### config.mk
export PLATFORM = sky130hd
export DESIGN_NAME = can_mask_mailbox_timers
export DESIGN_NICKNAME = d
export VERILOG_FILES = /design/src/inc/can_regs_pkg.sv /design/src/logic/can_accept_filter.sv /design/src/logic/can_mask_mailbox_timers.sv
export SDC_FILE = /design/constraint.sdc
export NUM_CORES = 2
export LEC_CHECK = 0
export BUFFER_PORTS_ARGS = -buffer_cell sky130_fd_sc_hd__clkbuf_2
export CORE_ASPECT_RATIO = 1.5
export CORE_MARGIN = 2
export CORE_UTILIZATION = 50
export DETAILED_ROUTE_END_ITERATION = 10
export HOLD_SLACK_MARGIN = 0.06
export PLACE_DENSITY = 0.73
export SLEW_MARGIN = 20
export SYNTH_ARGS = -nofsm -noshare
export SYNTH_HDL_FRONTEND = slang
export SYNTH_SLANG_ARGS = --single-unit
### constraint.sdc
create_clock -name core_clk -period 6.6 [get_ports core_clk]
set_clock_uncertainty 0.15 [all_clocks]
set_input_delay 0.33 -clock core_clk [delete_from_list [all_inputs] [get_ports core_clk]]
set_output_delay 0.33 -clock core_clk [all_outputs]
set_load 0.1 [all_outputs]
### src/inc/can_regs_pkg.sv
// Register map and field layout of the CAN mask, mailbox and timer slice.
// Assumes one system clock and byte-wide special function register accesses.
package can_regs_pkg;
  localparam logic [7:0] ADDR_TIMER_PRESCALE = 8'ha1;
  localparam logic [7:0] ADDR_MAILBOX_DATA = 8'ha3;
  localparam logic [7:0] ADDR_TRIG_CAP_LOW = 8'ha4;
  localparam logic [7:0] ADDR_TRIG_CAP_HIGH = 8'ha5;
  localparam logic [7:0] ADDR_MSG_TIMER_LOW = 8'hac;
  localparam logic [7:0] ADDR_MSG_TIMER_HIGH = 8'had;
  localparam logic [7:0] ADDR_STAMP_LOW = 8'hae;
  localparam logic [7:0] ADDR_STAMP_HIGH = 8'haf;
  localparam logic [7:0] ADDR_ID_MASK_TOP = 8'hc4;
  localparam logic [7:0] ADDR_ID_MASK_MID_HIGH = 8'hc5;
  localparam logic [7:0] ADDR_ID_MASK_MID_LOW = 8'hc6;
  localparam logic [7:0] ADDR_ID_MASK_LOW_FLAGS = 8'hc7;
  localparam int BIT_REMOTE_REQ_MASK = 2;
  localparam int BIT_RESERVED_MASK = 1;
  localparam int BIT_EXT_FLAG_MASK = 0;
  localparam int ID_LOW_LSB = 3;
  localparam logic [7:0] PRESCALE_RESET = 8'h00;
  localparam logic [15:0] TIMER_RESET = 16'h0000;
  localparam int MAILBOX_BYTES = 8;
  localparam int OBJECT_COUNT = 15;
  localparam int ID_BITS = 29;
  localparam int CAN_CLK_PRE_DIV = 1;
endpackage

### src/logic/can_accept_filter.sv
// Acceptance comparison of one received frame against one message object.
// Assumes mask and tag bits are stable while the received fields are presented.
`timescale 1ns/1ps
`default_nettype none
module can_accept_filter (
  // Object settings
  input wire logic [can_regs_pkg::ID_BITS-1:0] idMaskBits,
  input wire logic [can_regs_pkg::ID_BITS-1:0] idTagBits,
  input wire logic remoteReqMask,
  input wire logic remoteReqTag,
  input wire logic extFlagMask,
  input wire logic extFlagTag,
  // Received fields
  input wire logic [can_regs_pkg::ID_BITS-1:0] rxId,
  input wire logic rxRemoteReq,
  input wire logic rxExtFlag,
  // Result
  output logic hit
);
  import can_regs_pkg::*;
  logic [ID_BITS-1:0] bitOk;
  genvar i;
  generate
    for (i = 0; i < ID_BITS; i++) begin : g_bit
      assign bitOk[i] = !idMaskBits[i] || (rxId[i] == idTagBits[i]);
    end
  endgenerate
  logic rtrOk;
  logic ideOk;
  assign rtrOk = !remoteReqMask || (rxRemoteReq == remoteReqTag);
  assign ideOk = !extFlagMask || (rxExtFlag == extFlagTag);
  assign hit = (&bitOk) && rtrOk && ideOk;
endmodule
`default_nettype wire

### src/logic/can_mask_mailbox_timers.sv
// CAN register slice: acceptance mask, mailbox byte port, timer prescaler,
// message timer, time stamp and time-triggered capture, all reached by SFR.
// Assumes the frame engine supplies object select, received fields and events.
`timescale 1ns/1ps
`default_nettype none
module can_mask_mailbox_timers #(
  parameter int OBJECTS = can_regs_pkg::OBJECT_COUNT
) (
  // Clock and reset
  input wire logic core_clk,
  input wire logic resetn,
  // Special function register access
  input wire logic [7:0] sfrAddr,
  input wire logic sfrWrite,
  input wire logic sfrRead,
  input wire logic [7:0] sfrWdata,
  output logic [7:0] sfrRdata,
  output logic sfrHit,
  // Page selection, from the page register outside
  input wire logic [3:0] pageObject,
  input wire logic [2:0] pageIndex,
  input wire logic pageWrite,
  input wire logic autoIncEnable,
  // Tag fields of the selected object
  input wire logic [can_regs_pkg::ID_BITS-1:0] idTagBits,
  input wire logic remoteReqTag,
  input wire logic extFlagTag,
  // Frame engine side
  input wire logic [can_regs_pkg::ID_BITS-1:0] rxId,
  input wire logic rxRemoteReq,
  input wire logic rxExtFlag,
  input wire logic frameIsRx,
  input wire logic stampStrobe,
  input wire logic trigStrobe,
  output logic accept,
  output logic [2:0] bytePointer,
  output logic timerTick
);
  import can_regs_pkg::*;

  // Object select is four bits wide, so sixteen objects at most
  if (OBJECTS < 1 || OBJECTS > 16) begin : g_bad_objects
    $error("OBJECTS must be 1 to 16");
  end

  // Register storage; mask, stamp and mailbox storage deliberately unreset
  logic [ID_BITS-1:0] idMaskBits_reg;
  logic remoteReqMask_reg;
  logic extFlagMask_reg;
  logic [7:0] timerDivisor_reg;
  logic [7:0] preCount_reg;
  logic [15:0] messageTimerCount_reg;
  logic [15:0] stampValue_reg [OBJECTS];
  logic [15:0] trigCaptureValue_reg;
  logic [7:0] mailboxByte_reg [OBJECTS][MAILBOX_BYTES];
  logic [2:0] bytePtr_reg;
  logic [3:0] objSel;
  logic dataAccess;
  logic filterHit;

  assign objSel = (32'(pageObject) < OBJECTS) ? pageObject : 4'h0;
  assign dataAccess = (sfrWrite || sfrRead) && (sfrAddr == ADDR_MAILBOX_DATA);

  // Mask registers: no reset branch, software programs them first
  always_ff @(posedge core_clk) begin
    if (sfrWrite) begin
      case (sfrAddr)
        ADDR_ID_MASK_TOP: idMaskBits_reg[28:21] <= sfrWdata;
        ADDR_ID_MASK_MID_HIGH: idMaskBits_reg[20:13] <= sfrWdata;
        ADDR_ID_MASK_MID_LOW: idMaskBits_reg[12:5] <= sfrWdata;
        ADDR_ID_MASK_LOW_FLAGS: begin
          idMaskBits_reg[4:0] <= sfrWdata[7:ID_LOW_LSB];
          remoteReqMask_reg <= sfrWdata[BIT_REMOTE_REQ_MASK];
          extFlagMask_reg <= sfrWdata[BIT_EXT_FLAG_MASK];
        end
        default: begin
        end
      endcase
    end
  end

  // Prescaler register
  always_ff @(posedge core_clk or negedge resetn) begin
    if (!resetn) begin
      timerDivisor_reg <= PRESCALE_RESET;
    end else if (sfrWrite && sfrAddr == ADDR_TIMER_PRESCALE) begin
      timerDivisor_reg <= sfrWdata;
    end
  end

  // Prescaler: tick once every divisor+1 clocks
  always_ff @(posedge core_clk or negedge resetn) begin
    if (!resetn) begin
      preCount_reg <= 8'h00;
    end else if (preCount_reg >= timerDivisor_reg) begin
      preCount_reg <= 8'h00;
    end else begin
      preCount_reg <= preCount_reg + 8'h01;
    end
  end
  assign timerTick = (preCount_reg >= timerDivisor_reg);

  // Message timer, read-only to software
  always_ff @(posedge core_clk or negedge resetn) begin
    if (!resetn) begin
      messageTimerCount_reg <= TIMER_RESET;
    end else if (timerTick) begin
      messageTimerCount_reg <= messageTimerCount_reg + 16'h0001;
    end
  end

  // Capture of the running timer at a time-triggered event
  always_ff @(posedge core_clk or negedge resetn) begin
    if (!resetn) begin
      trigCaptureValue_reg <= TIMER_RESET;
    end else if (trigStrobe) begin
      trigCaptureValue_reg <= messageTimerCount_reg;
    end
  end

  // Per-object stamps, undefined until the first frame
  always_ff @(posedge core_clk) begin
    if (stampStrobe) begin
      stampValue_reg[objSel] <= messageTimerCount_reg;
    end
  end

  // Mailbox byte pointer, loaded by page write
  always_ff @(posedge core_clk or negedge resetn) begin
    if (!resetn) begin
      bytePtr_reg <= 3'h0;
    end else if (pageWrite) begin
      bytePtr_reg <= pageIndex;
    end else if (dataAccess && autoIncEnable) begin
      bytePtr_reg <= bytePtr_reg + 3'h1;
    end
  end
  assign bytePointer = bytePtr_reg;

  // Mailbox storage; no reset, contents come only from software writes
  always_ff @(posedge core_clk) begin
    if (sfrWrite && sfrAddr == ADDR_MAILBOX_DATA) begin
      mailboxByte_reg[objSel][bytePtr_reg] <= sfrWdata;
    end
  end

  // Read decode; unmapped addresses answer zero with no hit
  always_comb begin
    sfrRdata = 8'h00;
    sfrHit = 1'b1;
    case (sfrAddr)
      ADDR_TIMER_PRESCALE: sfrRdata = timerDivisor_reg;
      ADDR_MAILBOX_DATA: sfrRdata = mailboxByte_reg[objSel][bytePtr_reg];
      ADDR_TRIG_CAP_LOW: sfrRdata = trigCaptureValue_reg[7:0];
      ADDR_TRIG_CAP_HIGH: sfrRdata = trigCaptureValue_reg[15:8];
      ADDR_MSG_TIMER_LOW: sfrRdata = messageTimerCount_reg[7:0];
      ADDR_MSG_TIMER_HIGH: sfrRdata = messageTimerCount_reg[15:8];
      ADDR_STAMP_LOW: sfrRdata = stampValue_reg[objSel][7:0];
      ADDR_STAMP_HIGH: sfrRdata = stampValue_reg[objSel][15:8];
      ADDR_ID_MASK_TOP: sfrRdata = idMaskBits_reg[28:21];
      ADDR_ID_MASK_MID_HIGH: sfrRdata = idMaskBits_reg[20:13];
      ADDR_ID_MASK_MID_LOW: sfrRdata = idMaskBits_reg[12:5];
      ADDR_ID_MASK_LOW_FLAGS: begin
        // Reserved bit reads zero here, a legal choice of an undefined value
        sfrRdata = {idMaskBits_reg[4:0], remoteReqMask_reg, 1'b0, extFlagMask_reg};
      end
      default: sfrHit = 1'b0;
    endcase
  end

  can_accept_filter u_filter (
    .idMaskBits(idMaskBits_reg),
    .idTagBits(idTagBits),
    .remoteReqMask(remoteReqMask_reg),
    .remoteReqTag(remoteReqTag),
    .extFlagMask(extFlagMask_reg),
    .extFlagTag(extFlagTag),
    .rxId(rxId),
    .rxRemoteReq(rxRemoteReq),
    .rxExtFlag(rxExtFlag),
    .hit(filterHit)
  );

  // Transmit frames never consult the mask
  assign accept = frameIsRx && filterHit;

  // Assertions
  property p_tick_period;
    @(posedge core_clk) disable iff (!resetn)
    (timerTick && timerDivisor_reg == 8'h03) ##1 (timerDivisor_reg == 8'h03) [*4]
      |-> timerTick && !$past(timerTick) && !$past(timerTick, 2) && !$past(timerTick, 3);
  endproperty
  a_tick_period: assert property (p_tick_period) else $error("prescale period wrong");

  property p_timer_step;
    @(posedge core_clk) disable iff (!resetn)
    timerTick |=> messageTimerCount_reg == $past(messageTimerCount_reg) + 16'h0001;
  endproperty
  a_timer_step: assert property (p_timer_step) else $error("timer did not step");

  property p_timer_hold;
    @(posedge core_clk) disable iff (!resetn)
    !timerTick |=> $stable(messageTimerCount_reg);
  endproperty
  a_timer_hold: assert property (p_timer_hold) else $error("timer moved without tick");

  property p_capture;
    @(posedge core_clk) disable iff (!resetn)
    trigStrobe |=> trigCaptureValue_reg == $past(messageTimerCount_reg);
  endproperty
  a_capture: assert property (p_capture) else $error("capture mismatch");

  property p_ptr_inc;
    @(posedge core_clk) disable iff (!resetn)
    (dataAccess && autoIncEnable && !pageWrite) |=> bytePtr_reg == $past(bytePtr_reg) + 3'h1;
  endproperty
  a_ptr_inc: assert property (p_ptr_inc) else $error("pointer did not advance");

  property p_ptr_wrap;
    @(posedge core_clk) disable iff (!resetn)
    (bytePtr_reg == 3'h7 && dataAccess && autoIncEnable && !pageWrite) |=> bytePtr_reg == 3'h0;
  endproperty
  a_ptr_wrap: assert property (p_ptr_wrap) else $error("pointer did not wrap");

  property p_page_load;
    @(posedge core_clk) disable iff (!resetn)
    pageWrite |=> bytePtr_reg == $past(pageIndex);
  endproperty
  a_page_load: assert property (p_page_load) else $error("page index not taken");

  property p_no_tx_accept;
    @(posedge core_clk) disable iff (!resetn)
    !frameIsRx |-> !accept;
  endproperty
  a_no_tx_accept: assert property (p_no_tx_accept) else $error("mask used on transmit");

  property p_open_mask;
    @(posedge core_clk) disable iff (!resetn)
    (frameIsRx && idMaskBits_reg == '0 && !remoteReqMask_reg && !extFlagMask_reg) |-> accept;
  endproperty
  a_open_mask: assert property (p_open_mask) else $error("open mask refused frame");

  property p_ide_check;
    @(posedge core_clk) disable iff (!resetn)
    (frameIsRx && extFlagMask_reg && rxExtFlag != extFlagTag) |-> !accept;
  endproperty
  a_ide_check: assert property (p_ide_check) else $error("extension mismatch accepted");

  property p_rtr_check;
    @(posedge core_clk) disable iff (!resetn)
    (frameIsRx && remoteReqMask_reg && rxRemoteReq != remoteReqTag) |-> !accept;
  endproperty
  a_rtr_check: assert property (p_rtr_check) else $error("remote mismatch accepted");

  property p_pre_wrap;
    @(posedge core_clk) disable iff (!resetn)
    timerTick |=> preCount_reg == 8'h00;
  endproperty
  a_pre_wrap: assert property (p_pre_wrap) else $error("prescaler did not restart");

  property p_pre_count;
    @(posedge core_clk) disable iff (!resetn)
    !timerTick |=> preCount_reg == $past(preCount_reg) + 8'h01;
  endproperty
  a_pre_count: assert property (p_pre_count) else $error("prescaler did not count");

  property p_prescale_write;
    @(posedge core_clk) disable iff (!resetn)
    (sfrWrite && sfrAddr == ADDR_TIMER_PRESCALE) |=> timerDivisor_reg == $past(sfrWdata);
  endproperty
  a_prescale_write: assert property (p_prescale_write) else $error("divisor lost");

  // Reset checks carry no disable, they look inside reset itself
  property p_prescale_reset;
    @(posedge core_clk)
    !resetn |-> timerDivisor_reg == PRESCALE_RESET;
  endproperty
  a_prescale_reset: assert property (p_prescale_reset) else $error("divisor reset");

  property p_timer_reset;
    @(posedge core_clk)
    !resetn |-> messageTimerCount_reg == TIMER_RESET;
  endproperty
  a_timer_reset: assert property (p_timer_reset) else $error("timer not reset");

  property p_capture_reset;
    @(posedge core_clk)
    !resetn |-> trigCaptureValue_reg == TIMER_RESET;
  endproperty
  a_capture_reset: assert property (p_capture_reset) else $error("capture not reset");

  property p_capture_hold;
    @(posedge core_clk) disable iff (!resetn)
    !trigStrobe |=> $stable(trigCaptureValue_reg);
  endproperty
  a_capture_hold: assert property (p_capture_hold) else $error("capture moved");

  property p_stamp;
    @(posedge core_clk) disable iff (!resetn)
    stampStrobe ##1 $stable(objSel) |-> stampValue_reg[objSel] == $past(messageTimerCount_reg);
  endproperty
  a_stamp: assert property (p_stamp) else $error("stamp mismatch");

  property p_ptr_hold;
    @(posedge core_clk) disable iff (!resetn)
    (!pageWrite && !(dataAccess && autoIncEnable)) |=> $stable(bytePtr_reg);
  endproperty
  a_ptr_hold: assert property (p_ptr_hold) else $error("pointer moved");

  property p_id_check;
    @(posedge core_clk) disable iff (!resetn)
    (frameIsRx && ((rxId ^ idTagBits) & idMaskBits_reg) != '0) |-> !accept;
  endproperty
  a_id_check: assert property (p_id_check) else $error("id mismatch accepted");

  property p_match_accept;
    @(posedge core_clk) disable iff (!resetn)
    (frameIsRx && ((rxId ^ idTagBits) & idMaskBits_reg) == '0
      && (!remoteReqMask_reg || rxRemoteReq == remoteReqTag)
      && (!extFlagMask_reg || rxExtFlag == extFlagTag)) |-> accept;
  endproperty
  a_match_accept: assert property (p_match_accept) else $error("match refused");

  property p_mask_top_write;
    @(posedge core_clk) disable iff (!resetn)
    (sfrWrite && sfrAddr == ADDR_ID_MASK_TOP) |=> idMaskBits_reg[28:21] == $past(sfrWdata);
  endproperty
  a_mask_top_write: assert property (p_mask_top_write) else $error("top mask lost");

  property p_mask_flags_write;
    @(posedge core_clk) disable iff (!resetn)
    (sfrWrite && sfrAddr == ADDR_ID_MASK_LOW_FLAGS) |=>
      {idMaskBits_reg[4:0], remoteReqMask_reg, 1'b0, extFlagMask_reg}
      == ($past(sfrWdata) & 8'hfd);
  endproperty
  a_mask_flags_write: assert property (p_mask_flags_write) else $error("flags lost");
endmodule
`default_nettype wire

==> results_dict.tcl <==
set metrics [dict create \
    cts_root_buf "clkbuf_16" \
    h-tree-depth 3 \
    placed_area_um2 54190 \
    min_path_type "primary input to register" \
    fin_setup_tns_ns 0 \
    synthFlopType "edfxtp_1" \
    synth_warnings 0 \
    tightest_slew_ns 1.232 \
    synth_edf_count 1231 \
    die_h_um 400.5 \
    postRouteAntennaNets 0 \
    power.density_nw_per_um2 295.9 \
    num_io_pins 108 \
    antenna_found_initial 4 \
    final_cells 4795 \
    cp-end-kind "primary output" \
    dr.pass1.iters 8 \
    cp-start-kind "primary input" \
    die-area_um2 107500 \
    initial_core_util_pct 50.41 \
    finalWirelength_um 152200 \
    first_iter_violations 4312 \
    grt_pass1_wl_um 218300 \
    grt_pass1_vias 31334 \
    clock.fmax_mhz 172.5 \
    crit_path_max_fanout 67 \
    port_buffers 107 \
    rsz0062_at_grt "no" \
    cts_resized 0 \
    min_period_ns 5.798 \
    hold_ws_ns 0.08328 \
    synth.largest_area_cell "edfxtp_1" \
    grt_start_max_net_pins 87 \
    syn_avg_cell_area_um2 16.38 \
    fillCellCount 7836 \
    ys_top_cells_by_area "edfxtp_1, mux4_2, mux2_2" \
    relSlewSlack_pct 16.97 \
    power.leakage_nw 19.18 \
    maxSlewViolCount 0 \
    drc 0 \
    dpl.hpwl_um 96650 \
    cts_buffer_depth 3 \
    drive_above_1_share_pct 17.57 \
    synthCells 3200 \
    ys_types 92 \
    finalInstanceArea_um2 58110 \
    worstSetupPathType "primary input to primary output" \
    dp_cells 4570 \
    largest_register_ffs 960 \
    clk_latency_ns 0.75 \
    core_um2 104000 \
    multi_input_area_um2 12880 \
    post-route-period-util_pct 87.85 \
    rows 145 \
    place_congestion 0.9548 \
    die_width_um 268.3 \
    ys_ff_latch 1282 \
    synthDominantCellAreaShare_pct 70.54 \
    seq_area_um2 38240 \
    cts_buffers 112 \
    routed-via-count 32137 \
    clock_sink_count 1282 \
    cp.required_ns 6.12 \
    cts.clk_slew.worst_paths_ns 0.06 \
    ys_seq_area_share_pct 72.97 \
    grt_usage_pct 28.29 \
    yosys-top-cells-count "edfxtp_1, nor2_1, mux2i_1" \
    synth_nets 3305 \
    synth_area_um2 52400 \
    cts_tree "yes" \
    hold_viol_final 0 \
    async_flop_share_pct 3.978 \
    worst_ep_arrival_time_ns 5.32 \
    synth.most_common_cell "edfxtp_1" \
    ir_worst_vdd_uv 322.3 \
    overflow 0 \
    setup_viol 0 \
    routed_via_density 6.702 \
    num-nets-final 3410 \
    syn_to_final_growth_pct 10.89 \
    outcome "completed" \
    drv_cap 0 \
    routedWlPerCell_um 31.74 \
]
-- power by group --
part	internal [mW]	switching (mW)
combinational	0.369	0.858
sequential	9.08	0.148
clock	3.77	2.97
-- worst max-delay path: stages --
cell and delay (ns):
buf_8 0.21, and4_1 0.45, nor2_4 0.83, buf_4 0.40
a211oi_1 0.11, a2111oi_1 1.07, o221ai_1 0.35, a221oi_1 0.63
a31o_2 0.32, clkbuf_2 0.48
-- per-layer routing --
metal / global-route usage (%) / routed length (um)
met4: 19.83 / 13110
met5: 0 / 39
met2: 45.99 / 74050
met3: 5.987 / 15310
met1: 33.50 / 49680
-- worst paths after layout --
check / start / slack, ns / depth (start not counted) / end
min reg2reg: trigCaptureValue_reg[9] / 0.36 / 1 / trigCaptureValue_reg[9]
min in group asynchronous: resetn / 0.17 / 3 / messageTimerCount_reg[11]
max in group asynchronous: resetn / 5.61 / 3 / preCount_reg[6]
min: sfrWdata[4] / 0.08 / 1 / idMaskBits_reg[1]
max reg2reg: bytePointer[0] / 2.50 / 4 / mailboxByte_reg[3][53]
max: pageObject[1] / 0.80 / 10 / sfrRdata[2]
-- cell usage in the layout, fill, tap and decap left out, types with 17 or more instances in the layout --
cell / count
a211o_1: 20
a211oi_1: 37
a21oi_1: 112
a221o_1: 30
a221oi_1: 67
a22oi_1: 23
a31oi_1: 30
and3_1: 62
buf_4: 79
clkbuf_1: 22
clkbuf_16: 114
clkbuf_2: 95
clkinv_2: 27
dfrtp_1: 51
edfxtp_1: 1231
inv_1: 24
mux2_2: 134
mux2i_1: 140
mux4_2: 69
nand2_1: 103
nand3_1: 45
nand4_1: 31
nor2_1: 213
nor3_1: 28
o211ai_1: 17
o21ai_0: 130
o221ai_1: 23
o22ai_1: 82
xor2_1: 38
-- logic make-up after synthesis --
| family | Yosys count | synth area share (%) |
|---|---|---|
| xor gates and xnor gates | 54 | 0.9025 |
| and+or+nand+nor | 580 | 5.413 |
| AOI/OAI and AO/OA | 689 | 9.188 |
| DFF | 1282 | 72.97 |
| adders and majority gates | 11 | 0.2626 |
| buffers and inverters | 234 | 2.576 |
| muxes | 350 | 8.684 |
-- through the flow --
step | setup WS [ns] | utilization (%) | total power, mW
2_1_floorplan | 1.400 | - | 10.02
4_1_cts | 1.151 | 55.88 | 17.18
5_1_grt | 1.012 | 55.90 | 17.57
3_3_place_gp | 0.9267 | 52.12 | 10.56
3_5_place_dp | 1.134 | 52.13 | 10.59
6_report | 0.8017 | 55.90 | 17.20
-- timing repair --
action / 4_1_cts / 5_1_grt
hold buffers: 16 / 0
hold endpoints to repair: 290 / 0
setup buffers: 0 / 0
-- final cells by class --
cell class	count	share of cell area, %
Multi-Input combinational cell	1684	22.16
Inverter	25	0.1615
Clock buffer	137	5.075
Tap cell	1396	3.006
Antenna cell	1	0.004306
Clock inverter	70	1.372
Sequential cell	1282	65.81
Timing Repair Buffer	200	2.416
(Power assumes the default switching activity.)
